===== config.mk =====
export PLATFORM = sky130hd
export DESIGN_NAME = dacbpc_top
export DESIGN_NICKNAME = d
export VERILOG_FILES = /design/src/verilog/dacbpc_pkg.sv /design/src/verilog/dacbpc_ptr_step.sv /design/src/verilog/dacbpc_top.sv
export VERILOG_INCLUDE_DIRS = /design/src /design/src/verilog
export SDC_FILE = /design/constraint.sdc
export NUM_CORES = 1
export LEC_CHECK = 0
export ABC_AREA = 1
export BUFFER_PORTS_ARGS = -buffer_cell sky130_fd_sc_hd__buf_2
export CORE_UTILIZATION = 25
export CTS_CLUSTER_SIZE = 30
export DETAILED_ROUTE_END_ITERATION = 12
export GPL_ROUTABILITY_DRIVEN = 0
export HOLD_SLACK_MARGIN = 0.1
export PLACE_DENSITY = 0.37
export SLEW_MARGIN = 20
export SYNTH_ARGS = -nofsm -noshare
export SYNTH_HDL_FRONTEND = slang
export SYNTH_SLANG_ARGS = --single-unit

===== constraint.sdc =====
create_clock -name CLK -period 2.8 [get_ports CLK]
set_clock_uncertainty 0.15 [all_clocks]
set_input_delay 0.56 -clock CLK [delete_from_list [all_inputs] [get_ports CLK]]
set_output_delay 0.56 -clock CLK [all_outputs]
set_load 0.1 [all_outputs]

===== src/verilog/dacbpc_consts.svh =====
`ifndef DACBPC_CONSTS_SVH
`define DACBPC_CONSTS_SVH

// register indices; byte address is four times the index
`define DACBPC_IDX_CONTROL      8'h21
`define DACBPC_IDX_CONFIG       8'h22
`define DACBPC_IDX_POINTER      8'h23
`define DACBPC_IDX_WORD_LAST    8'h0f

// control register fields
`define DACBPC_CTL_ENABLE_BIT   0
`define DACBPC_CTL_REFSEL_BIT   1
`define DACBPC_CTL_SWTRIG_BIT   2

// config register fields
`define DACBPC_CFG_PTREN_BIT    0
`define DACBPC_CFG_MODE_LSB     1
`define DACBPC_CFG_MODE_MSB     2

// pointer register fields
`define DACBPC_PTR_RP_LSB       4
`define DACBPC_PTR_RP_MSB       7
`define DACBPC_PTR_UP_LSB       0
`define DACBPC_PTR_UP_MSB       3

// reset values
`define DACBPC_RST_CONTROL      8'h00
`define DACBPC_RST_CONFIG       8'h00
`define DACBPC_RST_PTR          4'h0
`define DACBPC_RST_LIMIT        4'h0
`define DACBPC_RST_WORD         12'h000

`define DACBPC_WORD_BITS        12
`define DACBPC_DEPTH            16

`endif


===== src/verilog/dacbpc_pkg.sv =====
package dacbpc_pkg;

    typedef enum logic [1:0] {
        DACBPC_MODE_NORMAL   = 2'b00,
        DACBPC_MODE_SWING    = 2'b01,
        DACBPC_MODE_ONESCAN  = 2'b10,
        DACBPC_MODE_RESERVED = 2'b11
    } dacbpc_mode_t;

    typedef enum logic [1:0] {
        DACBPC_BUS_IDLE  = 2'b00,
        DACBPC_BUS_WRITE = 2'b01,
        DACBPC_BUS_READ  = 2'b10
    } dacbpc_bus_t;

    typedef logic [3:0]  dacbpc_ptr_t;
    typedef logic [11:0] dacbpc_word_t;

endpackage


===== src/verilog/dacbpc_ptr_step.sv =====
`timescale 1ns/1ps
`default_nettype none

module dacbpc_ptr_step (
    input  wire dacbpc_pkg::dacbpc_mode_t mode,
    input  wire dacbpc_pkg::dacbpc_ptr_t  ptr,
    input  wire dacbpc_pkg::dacbpc_ptr_t  limit,
    input  wire logic                     dir_down,
    output dacbpc_pkg::dacbpc_ptr_t       ptr_nxt,
    output logic                          dir_down_nxt
);
    import dacbpc_pkg::*;

    wire logic at_top  = (ptr >= limit);
    wire logic at_zero = (ptr == 4'h0);
    wire dacbpc_ptr_t ptr_inc = ptr + 4'h1;
    wire dacbpc_ptr_t ptr_dec = ptr - 4'h1;

    always_comb begin
        ptr_nxt      = ptr;
        dir_down_nxt = dir_down;
        case (mode)
            DACBPC_MODE_NORMAL: begin
                ptr_nxt = at_top ? 4'h0 : ptr_inc;
            end
            DACBPC_MODE_SWING: begin
                if (limit == 4'h0) begin
                    ptr_nxt      = 4'h0;
                    dir_down_nxt = 1'b0;
                end else if (!dir_down) begin
                    ptr_nxt      = at_top ? ptr_dec : ptr_inc;
                    dir_down_nxt = at_top;
                end else begin
                    ptr_nxt      = at_zero ? ptr_inc : ptr_dec;
                    dir_down_nxt = !at_zero;
                end
            end
            DACBPC_MODE_ONESCAN: begin
                ptr_nxt = at_top ? limit : ptr_inc;
            end
            // reserved code holds the pointer
            default: begin
                ptr_nxt = ptr;
            end
        endcase
    end
endmodule

`default_nettype wire


===== src/verilog/dacbpc_top.sv =====
// The AHB-Lite register port was left to the implementer.
`timescale 1ns/1ps
`default_nettype none
`include "dacbpc_consts.svh"

module dacbpc_top (
    input  wire logic                CLK,
    input  wire logic                RSTN,
    input  wire logic                HSEL,
    input  wire logic [31:0]         HADDR,
    input  wire logic [1:0]          HTRANS,
    input  wire logic                HWRITE,
    input  wire logic [2:0]          HSIZE,
    input  wire logic [31:0]         HWDATA,
    input  wire logic                HREADY,
    output logic [31:0]              HRDATA,
    output logic                     HREADYOUT,
    output logic                     HRESP,
    input  wire logic                BUF_TRIGGER,
    output dacbpc_pkg::dacbpc_word_t DAC_DATA,
    output logic                     DAC_ENABLE,
    output logic                     REF_SEL_B
);
    import dacbpc_pkg::*;

    // word index from a byte address; 0xff marks misaligned or out of range
    function automatic logic [7:0] reg_index(input logic [31:0] addr);
        reg_index = (addr[1:0] != 2'b00 || addr[31:10] != 22'h0) ? 8'hff : addr[9:2];
    endfunction

    function automatic logic is_word(input logic [7:0] idx);
        is_word = (idx <= `DACBPC_IDX_WORD_LAST);
    endfunction

    // bus slave state
    dacbpc_bus_t  bus_r;
    dacbpc_bus_t  bus_nxt;
    logic [7:0]   idx_r;
    logic [31:0]  hrdata_r;
    logic         hready_r;

    // software visible state
    logic [7:0]   control_r;
    logic [7:0]   config_r;
    dacbpc_ptr_t  ptr_r;
    dacbpc_ptr_t  limit_r;
    logic         dir_down_r;
    dacbpc_word_t words [0:`DACBPC_DEPTH-1];

    // converter facing outputs
    dacbpc_word_t dac_data_r;
    logic         dac_en_r;
    logic         ref_b_r;

    // trigger pin synchroniser
    logic         trig_s1_r;
    logic         trig_s2_r;
    logic         trig_s3_r;

    // address phase decode
    wire logic       addr_ok   = HSEL && HTRANS[1] && HREADY;
    wire logic [7:0] addr_idx  = reg_index(HADDR);

    always_comb begin
        bus_nxt = DACBPC_BUS_IDLE;
        if (addr_ok) begin
            bus_nxt = HWRITE ? DACBPC_BUS_WRITE : DACBPC_BUS_READ;
        end
    end

    // data phase decode
    wire logic wr_phase  = (bus_r == DACBPC_BUS_WRITE);
    wire logic rd_phase  = (bus_r == DACBPC_BUS_READ);
    wire logic wr_word   = wr_phase && is_word(idx_r);
    wire logic wr_ctl    = wr_phase && (idx_r == `DACBPC_IDX_CONTROL);
    wire logic wr_cfg    = wr_phase && (idx_r == `DACBPC_IDX_CONFIG);
    wire logic wr_ptr    = wr_phase && (idx_r == `DACBPC_IDX_POINTER);

    // field views
    wire logic         ptr_en    = config_r[`DACBPC_CFG_PTREN_BIT];
    wire dacbpc_mode_t mode      =
        dacbpc_mode_t'(config_r[`DACBPC_CFG_MODE_MSB:`DACBPC_CFG_MODE_LSB]);
    wire logic         conv_en   = control_r[`DACBPC_CTL_ENABLE_BIT];

    // a software trigger is a write of one to the self clearing trigger bit
    wire logic sw_trig   = wr_ctl && HWDATA[`DACBPC_CTL_SWTRIG_BIT];
    wire logic hw_trig   = trig_s2_r && !trig_s3_r;
    wire logic step      = (sw_trig || hw_trig) && ptr_en;

    // software pointer write is clamped so the pointer stays within limit
    wire dacbpc_ptr_t wr_rp  = HWDATA[`DACBPC_PTR_RP_MSB:`DACBPC_PTR_RP_LSB];
    wire dacbpc_ptr_t wr_up  = HWDATA[`DACBPC_PTR_UP_MSB:`DACBPC_PTR_UP_LSB];
    wire dacbpc_ptr_t wr_rp_clamped = (wr_rp > wr_up) ? wr_up : wr_rp;

    dacbpc_ptr_t step_ptr;
    logic        step_dir;

    dacbpc_ptr_step u_step (
        .mode         (mode),
        .ptr          (ptr_r),
        .limit        (limit_r),
        .dir_down     (dir_down_r),
        .ptr_nxt      (step_ptr),
        .dir_down_nxt (step_dir)
    );

    wire dacbpc_ptr_t  sel_idx   = ptr_en ? ptr_r : 4'h0;
    wire dacbpc_word_t sel_word  = words[sel_idx];

    // read mux; word index comes from the latched data phase address
    wire dacbpc_ptr_t  rd_widx   = idx_r[3:0];
    wire logic [31:0]  rd_value  =
        is_word(idx_r)                     ? {20'h0, words[rd_widx]} :
        (idx_r == `DACBPC_IDX_CONTROL)     ? {24'h0, control_r} :
        (idx_r == `DACBPC_IDX_CONFIG)      ? {24'h0, config_r} :
        (idx_r == `DACBPC_IDX_POINTER)     ? {24'h0, ptr_r, limit_r} :
        32'h0;

    // bus handshake; reads take one wait state so the read data is a flop
    always_ff @(posedge CLK) begin
        if (!RSTN) begin
            bus_r    <= DACBPC_BUS_IDLE;
            idx_r    <= 8'hff;
            hready_r <= 1'b1;
            hrdata_r <= 32'h0;
        end else if (hready_r) begin
            bus_r    <= bus_nxt;
            idx_r    <= addr_ok ? addr_idx : 8'hff;
            // wait must show in the first data phase cycle, or the master ends early
            hready_r <= !(addr_ok && !HWRITE);
        end else begin
            bus_r    <= DACBPC_BUS_IDLE;
            hready_r <= 1'b1;
            if (rd_phase) begin
                hrdata_r <= rd_value;
            end
        end
    end

    // control and config; the trigger bit never stores
    always_ff @(posedge CLK) begin
        if (!RSTN) begin
            control_r <= `DACBPC_RST_CONTROL;
            config_r  <= `DACBPC_RST_CONFIG;
        end else begin
            if (wr_ctl) begin
                control_r <= {6'h0, HWDATA[`DACBPC_CTL_REFSEL_BIT],
                              HWDATA[`DACBPC_CTL_ENABLE_BIT]};
            end
            if (wr_cfg) begin
                config_r <= {5'h0, HWDATA[`DACBPC_CFG_MODE_MSB:`DACBPC_CFG_MODE_LSB],
                             HWDATA[`DACBPC_CFG_PTREN_BIT]};
            end
        end
    end

    // data buffer; word zero is the first data word
    always_ff @(posedge CLK) begin
        if (!RSTN) begin
            for (int i = 0; i < `DACBPC_DEPTH; i++) begin
                words[i] <= `DACBPC_RST_WORD;
            end
        end else if (wr_word) begin
            words[rd_widx] <= HWDATA[11:0];
        end
    end

    // pointer and limit; a software write wins over a same cycle step
    always_ff @(posedge CLK) begin
        if (!RSTN) begin
            ptr_r      <= `DACBPC_RST_PTR;
            limit_r    <= `DACBPC_RST_LIMIT;
            dir_down_r <= 1'b0;
        end else if (wr_ptr) begin
            ptr_r      <= wr_rp_clamped;
            limit_r    <= wr_up;
            dir_down_r <= 1'b0;
        end else if (step) begin
            ptr_r      <= step_ptr;
            dir_down_r <= step_dir;
        end
    end

    // trigger pin: two flops, then an edge detector on the second
    always_ff @(posedge CLK) begin
        if (!RSTN) begin
            trig_s1_r <= 1'b0;
            trig_s2_r <= 1'b0;
            trig_s3_r <= 1'b0;
        end else begin
            trig_s1_r <= BUF_TRIGGER;
            trig_s2_r <= trig_s1_r;
            trig_s3_r <= trig_s2_r;
        end
    end

    // converter outputs; disabled converter sees zero data
    always_ff @(posedge CLK) begin
        if (!RSTN) begin
            dac_data_r <= `DACBPC_RST_WORD;
            dac_en_r   <= 1'b0;
            ref_b_r    <= 1'b0;
        end else begin
            dac_data_r <= conv_en ? sel_word : `DACBPC_RST_WORD;
            dac_en_r   <= conv_en;
            ref_b_r    <= control_r[`DACBPC_CTL_REFSEL_BIT];
        end
    end

    assign HRDATA     = hrdata_r;
    assign HREADYOUT  = hready_r;
    assign HRESP      = 1'b0;
    assign DAC_DATA   = dac_data_r;
    assign DAC_ENABLE = dac_en_r;
    assign REF_SEL_B  = ref_b_r;

endmodule

`default_nettype wire

==> Word-level counts from Yosys, hierarchy flattened <==
Memories as Yosys holds them, arrays and structs flattened. A register that Yosys moved wholly into a read port is not among the register bits.
Cells that the tools add are included.
{ "classes": {"addsub": 2, "n_lt_le_gt_ge": 3, "eq_ne": 7, "mux": 29, "bitwise_logic": 2, "reduce_logical": 32} }
{ "op_table": {"columns": ["cell", "n"], "rows": [
  ["$mux W4", 13],
  ["$mux W8", 5],
  ["$eq A8 B6 Y1 const B", 3],
  ["$mux W12", 2],
  ["$reduce_bool A22 Y1", 1],
  ["$pmux W4 S3", 1],
  ["$reduce_or A12 Y1", 1],
  ["$logic_and A1 B1 Y1", 10],
  ["$reduce_and A2 Y1", 5],
  ["$le A8 B4 Y1 const B", 1],
  ["$logic_not A4 Y1", 2],
  ["$mux W1", 7],
  ["$logic_not A1 Y1", 5],
  ["$add A4 B1 Y4 const B", 1],
  ["$eq A2 B1 Y1 const B", 2],
  ["$eq A2 B2 Y1 const B", 2],
  ["$ge A4 B4 Y1", 1],
  ["$gt A4 B4 Y1", 1],
  ["$reduce_bool A2 Y1", 2],
  ["$reduce_bool A4 Y1", 1],
  ["$sub A4 B1 Y4 const B", 1],
  ["$reduce_and A3 Y1", 1],
  ["$logic_not A2 Y1", 1],
  ["$logic_or A1 B1 Y1", 2],
  ["other kinds (3)", 4]
]} }
{ "totals": {"regBits": 62, "ramBits": 192, "wordCells": 90, "memories": 1} }
{ "mem_list": {"columns": ["name", "words", "word_bits", "read_ports", "rd_ports_with_merged_regs", "write_ports", "line", "rtl"], "rows": [
  ["words", 16, 12, 2, 2, 16, "dacbpc_top.sv:48", "dacbpc_word_t words [0:`DACBPC_DEPTH-1];"]
]} }

==> Longest topological paths before layout <==
{ "logic_depth": {"word_depth": 7, "depth_mapped": 16} }

==> By module <==
A second synthesis with hierarchy kept.
{ "hier_totals": {"hier_cells": 1774, "area_unflattened_um2": 13847.0} }
{ "by_module_without_submodules": {"columns": ["mod", "instances", "cells_each", "area_per_inst_um2"], "rows": [
  ["dacbpc_top", 1, 1677, 13312.8],
  ["dacbpc_ptr_step", 1, 97, 534.3]
]} }

==> Worst setup path after synthesis <==
No wires, ideal clock.
{ "synth_timing": {"kind": "input-to-reg", "start": "in HWDATA[1]", "end": "reg ptr_r[3]", "arrival_time_ns": 1.985, "slack_ns": 0.547, "path_stages": 10, "n_path_buf": 1, "cell_sequence": "clkinv_1 -> clkbuf_1 -> ha_1 -> a21oi_1 -> o21ai_0 -> nand2_1 -> o21ai_0 -> a21oi_1 -> a21oi_1 -> a21oi_1"} }
{ "synth_between": {"elab_chain_cells": 3} }
{ "synth_lines": {"columns": ["element", "line", "rtl"], "rows": [
  ["from (decl)", "dacbpc_top.sv:14", "input wire logic [31:0] HWDATA,"],
  ["$gt A4 B4 Y1", "dacbpc_top.sv:93", "wire dacbpc_ptr_t wr_rp_clamped = (wr_rp > wr_up) ? wr_up : wr_rp;"],
  ["$mux W4", "dacbpc_top.sv:93", null],
  ["$mux W4", "dacbpc_top.sv:174", "end else if (wr_ptr) begin"],
  ["to (signal assigned)", "dacbpc_top.sv:171", "ptr_r <= `DACBPC_RST_PTR;"],
  ["to (signal assigned)", "dacbpc_top.sv:175", "ptr_r <= wr_rp_clamped;"],
  ["to (signal assigned)", "dacbpc_top.sv:179", "ptr_r <= step_ptr;"],
  ["to (decl)", "dacbpc_top.sv:45", "dacbpc_ptr_t ptr_r;"]
]} }
Every way passes these cells.
A chain may end at the register's enable or synchronous reset.

==> results.tsv <==
metric	value	unit
holdPathStages	4	
synth_compound_area_frac	0.1893	
fin_crit	2.466	ns
grt_pass1_vias	11170	
max_stage_delay	0.58	ns
overflow	0	
synth-seq-cells	250	
synth-main-ff-cell	edfxtp_1	
arrival	2.82	ns
muxShareOfSynthArea	0.009174	
n_antenna_cell	0	
slew_headroom	0.4815	
yosysUniqueCellTypes	42	
clockBufferDepth	3	
initial_core_util	0.2542	
cts.sinks	250	
synth-edff-count	192	
setup_violations	0	
grt_pass1_wl	70970	um
critPathCaptureType	flop	
r2r-end	HRDATA[4]	
die_area	53290	sq um
p_leak	6.250	nW
cpMostUsedCell	o21ai_0	
h-tree-depth	1	
antenna_found_initial	0	
placed_area	14440	sq um
wl_met2	21890	um
tns	0	ns
path_buf_inv	1	
ant_nets	0	
grt_max_degree	121	
power_density	563.6	nW/um^2
rrSetupSlack	0.33	ns
synth_top_family_by_area	compound AO/OA/AOI/OAI gates	
die_x	230.8	um
hold-path-endpoint	idx_r[5]	
hold_start	HADDR[7]	
top_layer	met4	
path_class	reg2reg	
crit_fanout	43	
fin_util	0.3009	
yosysWarnings	0	
final_area	15500	sq um
final.period_utilization	0.8809	
portBuffers	77	
hold_viol_final	0	
drt_drc_violations_left	0	
required	3.15	ns
cts_root_buf	clkbuf_16	
path_clk_slew	0.06	ns
reg2regPathDepth	7	
cts_tree	yes	
cp_cell_sequence	buf_12 -> o21ai_0 -> o21ai_0 -> o22ai_1 -> o21ai_0 -> nand2_1 -> a21oi_1	
power	8.735	mW
start_kind	flop	
place_hpwl	32900	um
worst-slew-pin-transition	0.7729	ns
ys_async_sr_fraction	0	
drt_iter0_drc	870	
vias	11363	
yosysSeqAreaShare	0.5291	
routed_wl	47380	um
holdWs	0.1668	ns
rsz0062_at_grt	false	
ctsResizeCount	0	
crit_path_top_delay_cell	dfxtp_4	
slew_viol_final	0	
viasPerCell	4.923	
die_y	230.8	um
final_common_cell	nor2_1	
avgSynthCellArea	8.563	sq um
wl_met1	21550	um
hp-class	in2reg	
status	finished clean	
drv_cap	0	
wl_per_cell	20.53	um
synthCells	1529	
synth-simple-area-share	0.1704	
numCtsBuffers	31	
fmax	0.4054	GHz
row_count	83	
ir_drop	0.4549	mV
core	51510	sq um
cp_top_family	compound AO/OA/AOI/OAI gates	
area_growth	18.38	%
dr.pass1.iters	6	
nets	1691	
insertion_delay	0.60	ns
grtUsageTotal	0.1783	
synth-adder-area-share	0.01242	
wl_met3	2248	um
final_cell_mix	nor2_1, edfxtp_1, o21ai_0	
drive_above_1_share	0.1376	
synthXorXnorAreaFrac	0.002676	
num_io_pins	123	
syn_area	13090	sq um
==> metrics by stage <==
step | cells | setup WS (ns)
global placement | 2247 | 0.3927
CTS | 2308 | 0.3571
finish | 2308 | 0.3336
global route | 2308 | 0.1990
floorplan | 1549 | 0.5471
detailed placement | 2247 | 0.3762
==> flip-flops by register name (all words and copies together) (netlist names), 3 cells and up, named ones only <==
signal    count
HRDATA       12
DAC_DATA     12
ptr_r         4
limit_r       4
words       192
config_r      3
idx_r         8
==> worst max-delay path by stage <==
stage / cells past startpoint / end
after global placement: 8 / words[11][10]
after global routing: 7 / HRDATA[4]
after floorplan: 10 / ptr_r[3]
after detailed placement: 7 / HRDATA[4]
final: 7 / HRDATA[4]
after CTS: 7 / HRDATA[4]
==> power breakdown <==
part | total (mW) | internal (mW) | leakage, nW | switching [mW]
registers | 4.09 | 4.05 | 2.53 | 0.0364
logic | 0.513 | 0.115 | 3.22 | 0.398
clock network | 4.13 | 2.48 | 0.503 | 1.65
==> Yosys cell counts, types with 6 or more instances <==
cell	number	area, sq um
nor2_1	278	1044
edfxtp_1	192	5766
o21ai_0	191	955.9
nand2_1	158	593.1
a21oi_1	134	670.6
inv_1	119	446.7
nand3_1	73	365.4
clkbuf_1	70	262.8
dfxtp_1	58	1161
o211ai_1	37	277.8
buf_2	35	175.2
o22ai_1	35	219.0
buf_4	23	172.7
o221ai_1	19	166.4
ha_1	13	162.7
mux2i_1	12	120.1
clkinv_1	8	30.03
a31oi_1	7	43.79
inv_2	6	22.52
nor3_1	6	30.03
==> per-layer routing <==
| metal | global-route usage | vias to the layer above |
|---|---|---|
| met5 | 0 | - |
| met4 | 0.06498 | 0 |
| met3 | 0.02087 | 84 |
| met2 | 0.2934 | 377 |
| met1 | 0.2395 | 5502 |
| li1 | - | 5400 |
==> tightest hold or removal path, cell delays in order <==
cell and delay, ns:
buf_2 0.07, or2_2 0.08, o21ai_0 0.07, nand3_1 0.07
==> cell type report <==
type | count | area, sq um
repair buffers | 154 | 1071
fillers | 5520 | 36010
inverters | 134 | 505.5
clock inverters | 14 | 173.9
multi-input cells | 1032 | 5109
flip-flops and latches | 250 | 6934
clock buffers | 44 | 854.6
well taps | 680 | 850.8
==> kinds of logic after synthesis <==
| group | after synthesis |
|---|---|
| buffers and inverters | 267 |
| DFF | 250 |
| muxes | 12 |
| and+or+nand+nor | 541 |
| adders and majority gates | 13 |
| xor gates and xnor gates | 4 |
| AOI/OAI and AO/OA | 441 |
| other | 1 |
==> timing repair <==
item,4_1_cts,5_1_grt
setup buffers,0,0
hold endpoints to repair,5,0
hold buffers,3,0
Note: power is estimated with default switching activity, not from simulation.
